## src/sgw_params.svh

```systemverilog
`ifndef SGW_PARAMS_SVH
`define SGW_PARAMS_SVH
`define SGW_IDX_PORT_A    16'h002e
`define SGW_IDX_PORT_B    16'h004e
`define SGW_DAT_PORT_A    16'h002f
`define SGW_DAT_PORT_B    16'h004f
`define SGW_WDT_BASE_PORT 16'h0300
`define SGW_WDT_DATA_PORT 16'h0301
`define SGW_KEY_A         8'h87
`define SGW_KEY_B         8'h77
`define SGW_KEY_EXIT      8'haa
`define SGW_IDX_LDN       8'h07
`define SGW_IDX_ACT       8'h30
`define SGW_IDX_DIR       8'hf0
`define SGW_IDX_DATA      8'hf1
`define SGW_IDX_INV       8'hf2
`define SGW_LDN_GPIO      8'h07
`define SGW_LDN_WDT       8'h08
`define SGW_DIR_RST       8'hff
`define SGW_DATA_RST      8'h00
`define SGW_INV_RST       8'h00
`define SGW_UNIT_10MS     8'h00
`define SGW_UNIT_1S       8'h03
`define SGW_UNIT_1MIN     8'h05
`define SGW_CLK_MHZ       125
`define SGW_T_10MS_US     10000
`define SGW_TICK_10MS     (`SGW_CLK_MHZ * `SGW_T_10MS_US)
`define SGW_TICKS_PER_S   100
`define SGW_S_PER_MIN     60
`endif

```

## src/sgw_pkg.sv

```systemverilog
package sgw_pkg;
    typedef enum logic [1:0] {
        SGW_LOCKED = 2'b00,
        SGW_KEY1   = 2'b01,
        SGW_OPEN   = 2'b11
    } sgw_cfg_state_t;
    typedef enum logic [1:0] {
        SGW_U_10MS = 2'b00,
        SGW_U_1S   = 2'b01,
        SGW_U_1MIN = 2'b11
    } sgw_unit_t;
    typedef struct packed {
        logic        wr;
        logic        rd;
        logic [15:0] addr;
        logic [7:0]  wdata;
    } sgw_io_req_t;
endpackage

```

## src/sgw_gpio_wdt.sv

```systemverilog
// Contract
// Direction bit one means input, resets ones
// Output lines: data bit read and written
// Input lines: data bit read-only
// Inversion bit flips value both directions
// Index port write-only at 2Eh/4Eh
// Data port read/write at 2Fh/4Fh
// Key 87H twice unlocks, interruptible
// AAH locks; data accesses ignored afterwards
// Index 07H selects logical device
// Device 7 holds F0, F1, F2 GPIO
// Key 77H twice also unlocks
// Device 8 index 30 write 01 enables
// Device 8 index 30 write 00 disables
// Base write 03: seconds, clears status
// Base write 00 10ms, 05 minutes
// Data port write loads count, starts
// Expiry resets CPU or interrupts
// Counts down per unit, zero expires
`timescale 1ns/100ps
`include "sgw_params.svh"
module sgw_gpio_wdt
    import sgw_pkg::*;
#(
    parameter int TICK_10MS = `SGW_TICK_10MS
) (
    input  wire logic        ref_clk,
    input  wire logic        rst_b,
    input  wire logic        clk_en,
    input  wire sgw_io_req_t io_req,
    output logic [7:0]       io_rdata,
    output logic             io_rvalid,
    input  wire logic [7:0]  general_io_lines_in,
    output logic [7:0]       general_io_lines_out,
    output logic [7:0]       general_io_lines_oe,
    input  wire logic        wdt_irq_mode,
    output logic             wdt_cpu_reset,
    output logic             wdt_irq,
    output logic             wdt_timeout
);
    // Configuration state and registers
    sgw_cfg_state_t cfg_state;
    logic [7:0]     cfg_index;
    logic [7:0]     logical_device_select;
    logic [7:0]     gpio_direction;
    logic [7:0]     gpio_line_value;
    logic [7:0]     gpio_polarity_invert;
    logic [7:0]     pin_meta;
    logic [7:0]     pin_sync;
    // Watchdog state
    logic           wdt_active;
    logic           wdt_running;
    sgw_unit_t      wdt_unit;
    logic [7:0]     wdt_count;
    logic [31:0]    tick_cnt;
    logic [6:0]     unit_cnt;
    logic           unit_pulse;
    logic           expire;
    // Decoded host strobes
    logic           wr;
    logic           rd;
    logic           wr_idx;
    logic           wr_dat;
    logic           rd_dat;
    logic           unlocked;
    logic           sel_gpio;
    logic           sel_wdt;
    logic [7:0]     next_line_value;
    logic [7:0]     cfg_rdata;
    logic [6:0]     unit_len;

    // Decode of host I/O cycles
    assign wr       = io_req.wr && clk_en;
    assign rd       = io_req.rd && clk_en;
    assign unlocked = (cfg_state == SGW_OPEN);
    assign sel_gpio = (logical_device_select == `SGW_LDN_GPIO);
    assign sel_wdt  = (logical_device_select == `SGW_LDN_WDT);

    // Port decode; the data port is dead while locked
    always_comb begin
        wr_idx = 1'b0;
        wr_dat = 1'b0;
        rd_dat = 1'b0;
        if (io_req.addr == `SGW_IDX_PORT_A || io_req.addr == `SGW_IDX_PORT_B) begin
            wr_idx = wr;
        end else if (io_req.addr == `SGW_DAT_PORT_A || io_req.addr == `SGW_DAT_PORT_B) begin
            wr_dat = wr && unlocked;
            rd_dat = rd && unlocked;
        end
    end

    // Unlock key sequence; cycles other than index-port writes are tolerated between keys, a non-key index write relocks
    always_ff @(posedge ref_clk or negedge rst_b) begin
        if (!rst_b) begin
            cfg_state <= SGW_LOCKED;
        end else if (wr_idx) begin
            // Exit key locks from any state
            if (io_req.wdata == `SGW_KEY_EXIT) begin
                cfg_state <= SGW_LOCKED;
            end else if (!unlocked) begin
                if (io_req.wdata == `SGW_KEY_A || io_req.wdata == `SGW_KEY_B) begin
                    cfg_state <= (cfg_state == SGW_KEY1) ? SGW_OPEN : SGW_KEY1;
                end else begin
                    cfg_state <= SGW_LOCKED;
                end
            end
        end
    end

    // Index register, only loaded while unlocked
    always_ff @(posedge ref_clk or negedge rst_b) begin
        if (!rst_b) begin
            cfg_index <= 8'h00;
        end else if (wr_idx && unlocked && io_req.wdata != `SGW_KEY_EXIT) begin
            cfg_index <= io_req.wdata;
        end
    end

    // Logical device number
    always_ff @(posedge ref_clk or negedge rst_b) begin
        if (!rst_b) begin
            logical_device_select <= 8'h00;
        end else if (wr_dat && cfg_index == `SGW_IDX_LDN) begin
            logical_device_select <= io_req.wdata;
        end
    end

    // GPIO direction and inversion
    always_ff @(posedge ref_clk or negedge rst_b) begin
        if (!rst_b) begin
            gpio_direction       <= `SGW_DIR_RST;
            gpio_polarity_invert <= `SGW_INV_RST;
        end else if (wr_dat && sel_gpio) begin
            if (cfg_index == `SGW_IDX_DIR) begin
                gpio_direction <= io_req.wdata;
            end else if (cfg_index == `SGW_IDX_INV) begin
                gpio_polarity_invert <= io_req.wdata;
            end
        end
    end

    // Pin synchroniser
    always_ff @(posedge ref_clk or negedge rst_b) begin
        if (!rst_b) begin
            pin_meta <= 8'h00;
            pin_sync <= 8'h00;
        end else if (clk_en) begin
            pin_meta <= general_io_lines_in;
            pin_sync <= pin_meta;
        end
    end

    // Data bits: input lines follow the pin, output lines take host writes
    always_comb begin
        next_line_value = gpio_line_value;
        for (int i = 0; i < 8; i++) begin
            if (gpio_direction[i]) begin
                next_line_value[i] = pin_sync[i] ^ gpio_polarity_invert[i];
            end else if (wr_dat && sel_gpio && cfg_index == `SGW_IDX_DATA) begin
                next_line_value[i] = io_req.wdata[i];
            end
        end
    end

    // Data register update, frozen with the clock enable
    always_ff @(posedge ref_clk or negedge rst_b) begin
        if (!rst_b) begin
            gpio_line_value <= `SGW_DATA_RST;
        end else if (clk_en) begin
            gpio_line_value <= next_line_value;
        end
    end

    // Pin drive, inverted on the way out
    always_ff @(posedge ref_clk or negedge rst_b) begin
        if (!rst_b) begin
            general_io_lines_out <= 8'h00;
            general_io_lines_oe  <= 8'h00;
        end else if (clk_en) begin
            general_io_lines_out <= next_line_value ^ gpio_polarity_invert;
            general_io_lines_oe  <= ~gpio_direction;
        end
    end

    // Read mux for the data port
    always_comb begin
        cfg_rdata = 8'h00;
        if (cfg_index == `SGW_IDX_LDN) begin
            cfg_rdata = logical_device_select;
        end else if (sel_gpio && cfg_index == `SGW_IDX_DIR) begin
            cfg_rdata = gpio_direction;
        end else if (sel_gpio && cfg_index == `SGW_IDX_DATA) begin
            cfg_rdata = gpio_line_value;
        end else if (sel_gpio && cfg_index == `SGW_IDX_INV) begin
            cfg_rdata = gpio_polarity_invert;
        end else if (sel_wdt && cfg_index == `SGW_IDX_ACT) begin
            cfg_rdata = {7'h00, wdt_active};
        end
    end

    // Read answer one cycle after the request; unmapped ports and locked data-port reads give ff, unmapped indexes give 00
    always_ff @(posedge ref_clk or negedge rst_b) begin
        if (!rst_b) begin
            io_rdata  <= 8'h00;
            io_rvalid <= 1'b0;
        end else if (clk_en) begin
            io_rvalid <= rd;
            if (rd_dat) begin
                io_rdata <= cfg_rdata;
            end else if (rd && io_req.addr == `SGW_WDT_DATA_PORT) begin
                io_rdata <= wdt_count;
            end else if (rd && io_req.addr == `SGW_WDT_BASE_PORT) begin
                io_rdata <= {7'h00, wdt_timeout};
            end else if (rd) begin
                io_rdata <= 8'hff;
            end
        end
    end

    // Watchdog activation in device 8
    always_ff @(posedge ref_clk or negedge rst_b) begin
        if (!rst_b) begin
            wdt_active <= 1'b0;
        end else if (wr_dat && sel_wdt && cfg_index == `SGW_IDX_ACT) begin
            wdt_active <= io_req.wdata[0];
        end
    end

    // Time unit selection
    always_ff @(posedge ref_clk or negedge rst_b) begin
        if (!rst_b) begin
            wdt_unit <= SGW_U_1S;
        end else if (wr && io_req.addr == `SGW_WDT_BASE_PORT) begin
            if (io_req.wdata == `SGW_UNIT_1S) begin
                wdt_unit <= SGW_U_1S;
            end else if (io_req.wdata == `SGW_UNIT_10MS) begin
                wdt_unit <= SGW_U_10MS;
            end else if (io_req.wdata == `SGW_UNIT_1MIN) begin
                wdt_unit <= SGW_U_1MIN;
            end
        end
    end

    // Prescaler: 10 ms ticks, then units
    always_comb begin
        case (wdt_unit)
            SGW_U_10MS: unit_len = 7'd1;
            SGW_U_1MIN: unit_len = 7'(`SGW_S_PER_MIN);
            default:    unit_len = 7'(`SGW_TICKS_PER_S);
        endcase
    end

    logic tick_pulse;
    logic sec_wrap;
    // 10 ms tick counter; held clear while idle and on every reload
    assign tick_pulse = (tick_cnt == 32'(TICK_10MS - 1));
    always_ff @(posedge ref_clk or negedge rst_b) begin
        if (!rst_b) begin
            tick_cnt <= 32'h0;
        end else if (clk_en) begin
            if (!wdt_running || (wr && io_req.addr == `SGW_WDT_DATA_PORT)) begin
                tick_cnt <= 32'h0;
            end else if (tick_pulse) begin
                tick_cnt <= 32'h0;
            end else begin
                tick_cnt <= tick_cnt + 32'h1;
            end
        end
    end

    // Seconds within the current minute; only the minute unit reads it
    always_ff @(posedge ref_clk or negedge rst_b) begin
        if (!rst_b) begin
            unit_cnt <= 7'h0;
        end else if (clk_en) begin
            if (!wdt_running || (wr && io_req.addr == `SGW_WDT_DATA_PORT)) begin
                unit_cnt <= 7'h0;
            end else if (sec_wrap) begin
                unit_cnt <= unit_pulse ? 7'h0 : unit_cnt + 7'h1;
            end
        end
    end

    // Minutes count seconds first: 100 ticks per second, 60 seconds
    logic [6:0] sec_cnt;
    assign sec_wrap = tick_pulse && (sec_cnt == 7'(`SGW_TICKS_PER_S - 1));
    always_ff @(posedge ref_clk or negedge rst_b) begin
        if (!rst_b) begin
            sec_cnt <= 7'h0;
        end else if (clk_en) begin
            if (!wdt_running || (wr && io_req.addr == `SGW_WDT_DATA_PORT)) begin
                sec_cnt <= 7'h0;
            end else if (tick_pulse) begin
                sec_cnt <= sec_wrap ? 7'h0 : sec_cnt + 7'h1;
            end
        end
    end

    // One pulse per selected time unit
    always_comb begin
        case (wdt_unit)
            SGW_U_10MS: unit_pulse = tick_pulse;
            SGW_U_1MIN: unit_pulse = sec_wrap && (unit_cnt >= unit_len - 7'h1);
            default:    unit_pulse = sec_wrap;
        endcase
    end

    // Counter and timeout status; expiry wins over a clear
    assign expire = wdt_running && wdt_active && unit_pulse && (wdt_count == 8'h01);
    always_ff @(posedge ref_clk or negedge rst_b) begin
        if (!rst_b) begin
            wdt_count   <= 8'h00;
            wdt_running <= 1'b0;
            wdt_timeout <= 1'b0;
        end else if (clk_en) begin
            if (wr && io_req.addr == `SGW_WDT_DATA_PORT) begin
                wdt_count   <= io_req.wdata;
                wdt_running <= (io_req.wdata != 8'h00);
            end else if (!wdt_active) begin
                wdt_running <= 1'b0;
            end else if (wdt_running && unit_pulse) begin
                wdt_count   <= wdt_count - 8'h01;
                wdt_running <= !expire;
            end
            // Status flag set at expiry, cleared by a seconds-unit write
            if (expire) begin
                wdt_timeout <= 1'b1;
            end else if (wr && io_req.addr == `SGW_WDT_BASE_PORT
                         && io_req.wdata == `SGW_UNIT_1S) begin
                wdt_timeout <= 1'b0;
            end
        end
    end

    // Expiry action: one-cycle reset or level interrupt
    always_ff @(posedge ref_clk or negedge rst_b) begin
        if (!rst_b) begin
            wdt_cpu_reset <= 1'b0;
            wdt_irq       <= 1'b0;
        end else if (clk_en) begin
            wdt_cpu_reset <= expire && !wdt_irq_mode;
            wdt_irq       <= (wdt_timeout || expire) && wdt_irq_mode;
        end
    end
endmodule // sgw_gpio_wdt

```

## config.mk

```make
export PLATFORM = sky130hd
export DESIGN_NAME = sgw_gpio_wdt
export DESIGN_NICKNAME = d
export VERILOG_FILES = /design/src/sgw_pkg.sv /design/src/sgw_gpio_wdt.sv
export VERILOG_INCLUDE_DIRS = /design/src
export SDC_FILE = /design/constraint.sdc
export NUM_CORES = 1
export LEC_CHECK = 0
export ABC_AREA = 1
export ABC_CLOCK_PERIOD_IN_PS = 2700
export BUFFER_PORTS_ARGS = -buffer_cell sky130_fd_sc_hd__buf_2
export CORE_AREA = 2 2 146 148
export DETAILED_ROUTE_END_ITERATION = 10
export DIE_AREA = 0 0 148 150
export SKIP_LAST_GASP = 1
export SLEW_MARGIN = 0
export SYNTH_ARGS = -nofsm -noshare
export SYNTH_HDL_FRONTEND = slang
export SYNTH_SLANG_ARGS = --single-unit
```

## constraint.sdc

```tcl
create_clock -name ref_clk -period 2.7 [get_ports ref_clk]
set_input_delay 0.135 -clock ref_clk [delete_from_list [all_inputs] [get_ports ref_clk]]
set_output_delay 0.135 -clock ref_clk [all_outputs]
set_load 0.05 [all_outputs]
```

==> metrics.txt <==
clock tree root driver cell=sky130_fd_sc_hd__clkbuf_16; number of enable-type register cells in the synthesized netlist=0; unrepaired setup endpoints after global routing=false; number of top-level design ports=66; First-pass DRT Iterations=5; largest vdd supply drop=383 uV; CTS tree=built; worst-margin pin slew=0.593 ns; async set-reset flop share out of synthesis=1.00; combinational fraction of design power=0.094; vias in the first global route=6993; initial antenna violation count=0; instance count after placement with tap cells included=1425; shortest clock period the worst path allows after layout=2.44 ns; flip-flop cell with the highest count after synthesis=sky130_fd_sc_hd__dfrtp_1; Slew headroom=0.605; outcome=completed; number of buffers added on ports=65; Vias=7308; register bit total from synthesis=144; final max-slew violation count=0; Period Utilization, post-route=0.906; maximum level of the CTS H-tree=4; hold crit path type=in -> reg; First DRT Iteration DRCs=492; final setup violation count=0; final instance count without filler cells=1472; Fin Clk Skew=0.0164 ns; Worst setup SP type=flip-flop; post-detailed-route wirelength per cell=14.7 um; Max Fclk=409 MHz; DR DRC count=0; post-detailed-routing wire length=21700 um; clock-pin slew on the worst setup and hold paths=0.06 ns; total congestion overflow after global routing=0; total CTS buffers=17; max capacitance violation total=0; portion of total power attributed to the clock network=0.467; final count of hold timing violations=0; Skew-Pair Late Insertion Delay=0.44 ns; endpoint class of the critical path=flip-flop; sw frac=0.265; Power Total=5.19 mW; worst slack on hold paths=0.127 ns; area of the die=22200 sq um; total number of nets in the final design=1238; critical path type=reg -> reg; number of clock sinks seen by CTS=144; sequential fraction of design power=0.439; largest net degree at the start of global routing=60; leakage power of the design=4.47 nW; x dimension of the die=148 um; data required time at the worst endpoint=3.01 ns; unique cell type count in the Yosys netlist=48; Vias/cell=4.96; effective utilization at floorplan=0.394; wire length of the first global-routing pass=35400 um; TNS Setup=0 ns; cell with the largest stage delay on the worst path=sky130_fd_sc_hd__dfstp_2; post-route antenna net violation count=0; Synth-to-Final Area Change=17.5%; net switching component of the power=1.37 mW; net count after synthesis=1149; Core Util, Final=0.463; delay contributed by the slowest stage of the critical path=0.54 ns; arrival time of the worst setup path=2.75 ns; internal power contribution=3.82 mW; Tot GR Track Use=0.203; number of instances in the synthesized netlist=1095; Syn Std Cell Area=8160 sq um; Die Y=150 um; CP dominant cell by count=sky130_fd_sc_hd__nand3_1; P per Cell Area=542 nW/um^2; global placer's final weighted congestion=0.865; fraction of layout cells with a size suffix above 1=0.145; post-detail-place hpwl=15800 um; cell chain of the critical path=inv_1 -> ha_1 -> inv_1 -> ha_1 -> nand2_1 -> nor2_2 -> nand3_1 -> nand3_1 -> nand4_1 -> nand2_2 -> nand3_1 -> nor2_1 -> nand2_2 -> nand3_1 -> nand3_1; post-synthesis area per instance=7.45 sq um; CP Max Fanout=7; num rows=53; worst-case clock buffer depth=2; Floorplan Core Area=20700 sq um; total number of yosys warnings=0; total inserted antenna cells=0; post-synthesis sequential area ratio=0.443
worst max-delay path: cells and delay by family (launching register included):
| family | cells | cell delay [ns] |
|---|---|---|
| buf+inv | 2 | 0.11 |
| fa+ha+maj | 2 | 0.56 |
| simple gates | 11 | 1.09 |
| flops | 1 | 0.54 |
power by group through the flow:
stage                     Sequential, mW  Combinational [mW]  Clock [mW]
final                               2.28               0.486        2.43
after global routing                2.29               0.546        2.56
after CTS                           2.28               0.493        2.47
after detailed placement            2.32               0.478           0
after global placement              2.32               0.475           0
after floorplan                     2.40               0.198           0
metrics by stage:
step | setup slack (ns) | instance area [sq um]
6_report | 0.255 | 9580
4_1_cts | 0.139 | 9540
3_3_place_gp | 0.213 | 8820
2_1_floorplan | 0.414 | 8160
3_5_place_dp | 0.149 | 8820
5_1_grt | 0.0104 | 9580
final timing paths:
| kind | from | to | slack, ns | depth (start not counted) |
|---|---|---|---|---|
| setup reg to reg | wdt_unit[0] | wdt_count[3] | 0.26 | 15 |
| max in group asynchronous | rst_b | gpio_direction[3] | 1.71 | 3 |
| min in group asynchronous | rst_b | tick_cnt[21] | 0.21 | 2 |
| setup / recovery | wdt_unit[0] | wdt_count[3] | 0.26 | 15 |
| hold reg to reg | gpio_polarity_invert[1] | general_io_lines_out[1] | 0.47 | 1 |
| hold / removal | io_req[0] | wdt_unit[0] | 0.13 | 3 |
registers in the layout, summed over array words and instances (netlist names), 7 cells and up:
| signal | flops |
|---|---|
| wdt_count | 8 |
| gpio_direction | 8 |
| general_io_lines_out | 8 |
| logical_device_select | 8 |
| io_rdata | 8 |
| gpio_polarity_invert | 8 |
| general_io_lines_oe | 8 |
| unit_cnt | 7 |
| pin_sync | 8 |
| gpio_line_value | 8 |
| tick_cnt | 32 |
| pin_meta | 8 |
| sec_cnt | 7 |
| cfg_index | 8 |
per-layer routing:
layer | GRT usage | share of wire | up-vias
met2 | 0.343 | 0.49 | 116
li1 | - | - | 3722
met4 | 0.0643 | 0.018 | 0
met3 | 0.0381 | 0.036 | 26
met5 | 0 | 0 | -
met1 | 0.264 | 0.46 | 3444
what timing repair did:
action	4_1_cts	5_1_grt
hold buffers	12	0
endpoints found under the hold margin	61	0
setup endpoints to repair	0	13
resized for setup	0	7
buffers inserted	0	3
synthesized netlist by cell type, types with 9 or more instances:
cell,instances,area share
sky130_fd_sc_hd__xor2_1,19,0.020
sky130_fd_sc_hd__nand2_1,302,0.14
sky130_fd_sc_hd__a21oi_1,54,0.033
sky130_fd_sc_hd__nor4_1,10,0.0077
sky130_fd_sc_hd__inv_2,10,0.0046
sky130_fd_sc_hd__dfstp_2,9,0.029
sky130_fd_sc_hd__nor3_1,21,0.013
sky130_fd_sc_hd__nor2_1,125,0.058
sky130_fd_sc_hd__nor2_2,10,0.0077
sky130_fd_sc_hd__dfrtp_1,135,0.41
sky130_fd_sc_hd__nand3_1,59,0.036
sky130_fd_sc_hd__o21ai_0,91,0.056
sky130_fd_sc_hd__clkbuf_1,11,0.0051
sky130_fd_sc_hd__inv_1,122,0.056
sky130_fd_sc_hd__ha_1,16,0.025
sky130_fd_sc_hd__nand4_1,17,0.013
sky130_fd_sc_hd__o21ai_1,21,0.013
final cells by class:
| class | instances | area (sq um) |
|---|---|---|
| fill | 2100 | 11100 |
| multi-input combinational | 799 | 3970 |
| sequential | 144 | 3610 |
| timing repair buffer | 90 | 562 |
| inverter | 132 | 495 |
| clock buffer | 19 | 433 |
| tap | 275 | 344 |
| clock inverter | 13 | 161 |
cells by family after synthesis:
group / count (synthesis) / synth area share
and+or+nand+nor: 583 / 0.323
AOI/OAI and AO/OA: 179 / 0.114
buffers and inverters: 152 / 0.0728
DFF: 144 / 0.443
xor gates and xnor gates: 20 / 0.0215
adders and majority gates: 16 / 0.0245
muxes: 1 / 0.00123
placed cells by master (no fill, tap or decap), types with 2 or more instances in the layout:
| cell | n |
|---|---|
| sky130_fd_sc_hd__inv_1 | 122 |
| sky130_fd_sc_hd__nand2_4 | 2 |
| sky130_fd_sc_hd__nor2_2 | 11 |
| sky130_fd_sc_hd__a211oi_1 | 2 |
| sky130_fd_sc_hd__nand3_1 | 59 |
| sky130_fd_sc_hd__nor3b_1 | 6 |
| sky130_fd_sc_hd__buf_2 | 64 |
| sky130_fd_sc_hd__nor4_4 | 2 |
| sky130_fd_sc_hd__xor2_1 | 19 |
| sky130_fd_sc_hd__nand4_1 | 17 |
| sky130_fd_sc_hd__nand2_2 | 7 |
| sky130_fd_sc_hd__nor2_1 | 123 |
| sky130_fd_sc_hd__bufinv_16 | 3 |
| sky130_fd_sc_hd__o21ai_0 | 90 |
| sky130_fd_sc_hd__nor4_1 | 10 |
| sky130_fd_sc_hd__or2_2 | 3 |
| sky130_fd_sc_hd__inv_2 | 10 |
| sky130_fd_sc_hd__nor3_1 | 21 |
| sky130_fd_sc_hd__nor2_4 | 6 |
| sky130_fd_sc_hd__buf_4 | 12 |
| sky130_fd_sc_hd__dfrtp_1 | 135 |
| sky130_fd_sc_hd__o211ai_1 | 3 |
| sky130_fd_sc_hd__a21oi_2 | 2 |
| sky130_fd_sc_hd__clkbuf_16 | 17 |
| sky130_fd_sc_hd__nor3_2 | 3 |
| sky130_fd_sc_hd__clkinv_2 | 3 |
| sky130_fd_sc_hd__dfstp_2 | 9 |
| sky130_fd_sc_hd__inv_6 | 2 |
| sky130_fd_sc_hd__a21oi_1 | 54 |
| sky130_fd_sc_hd__o21ai_1 | 22 |
| sky130_fd_sc_hd__nand3_2 | 4 |
| sky130_fd_sc_hd__nand2_1 | 300 |
| sky130_fd_sc_hd__ha_1 | 16 |
| sky130_fd_sc_hd__dlygate4sd3_1 | 12 |
| sky130_fd_sc_hd__nor4_2 | 2 |
| sky130_fd_sc_hd__clkinvlp_4 | 4 |
| sky130_fd_sc_hd__clkbuf_1 | 2 |
Power figures use the tool's default switching activity.
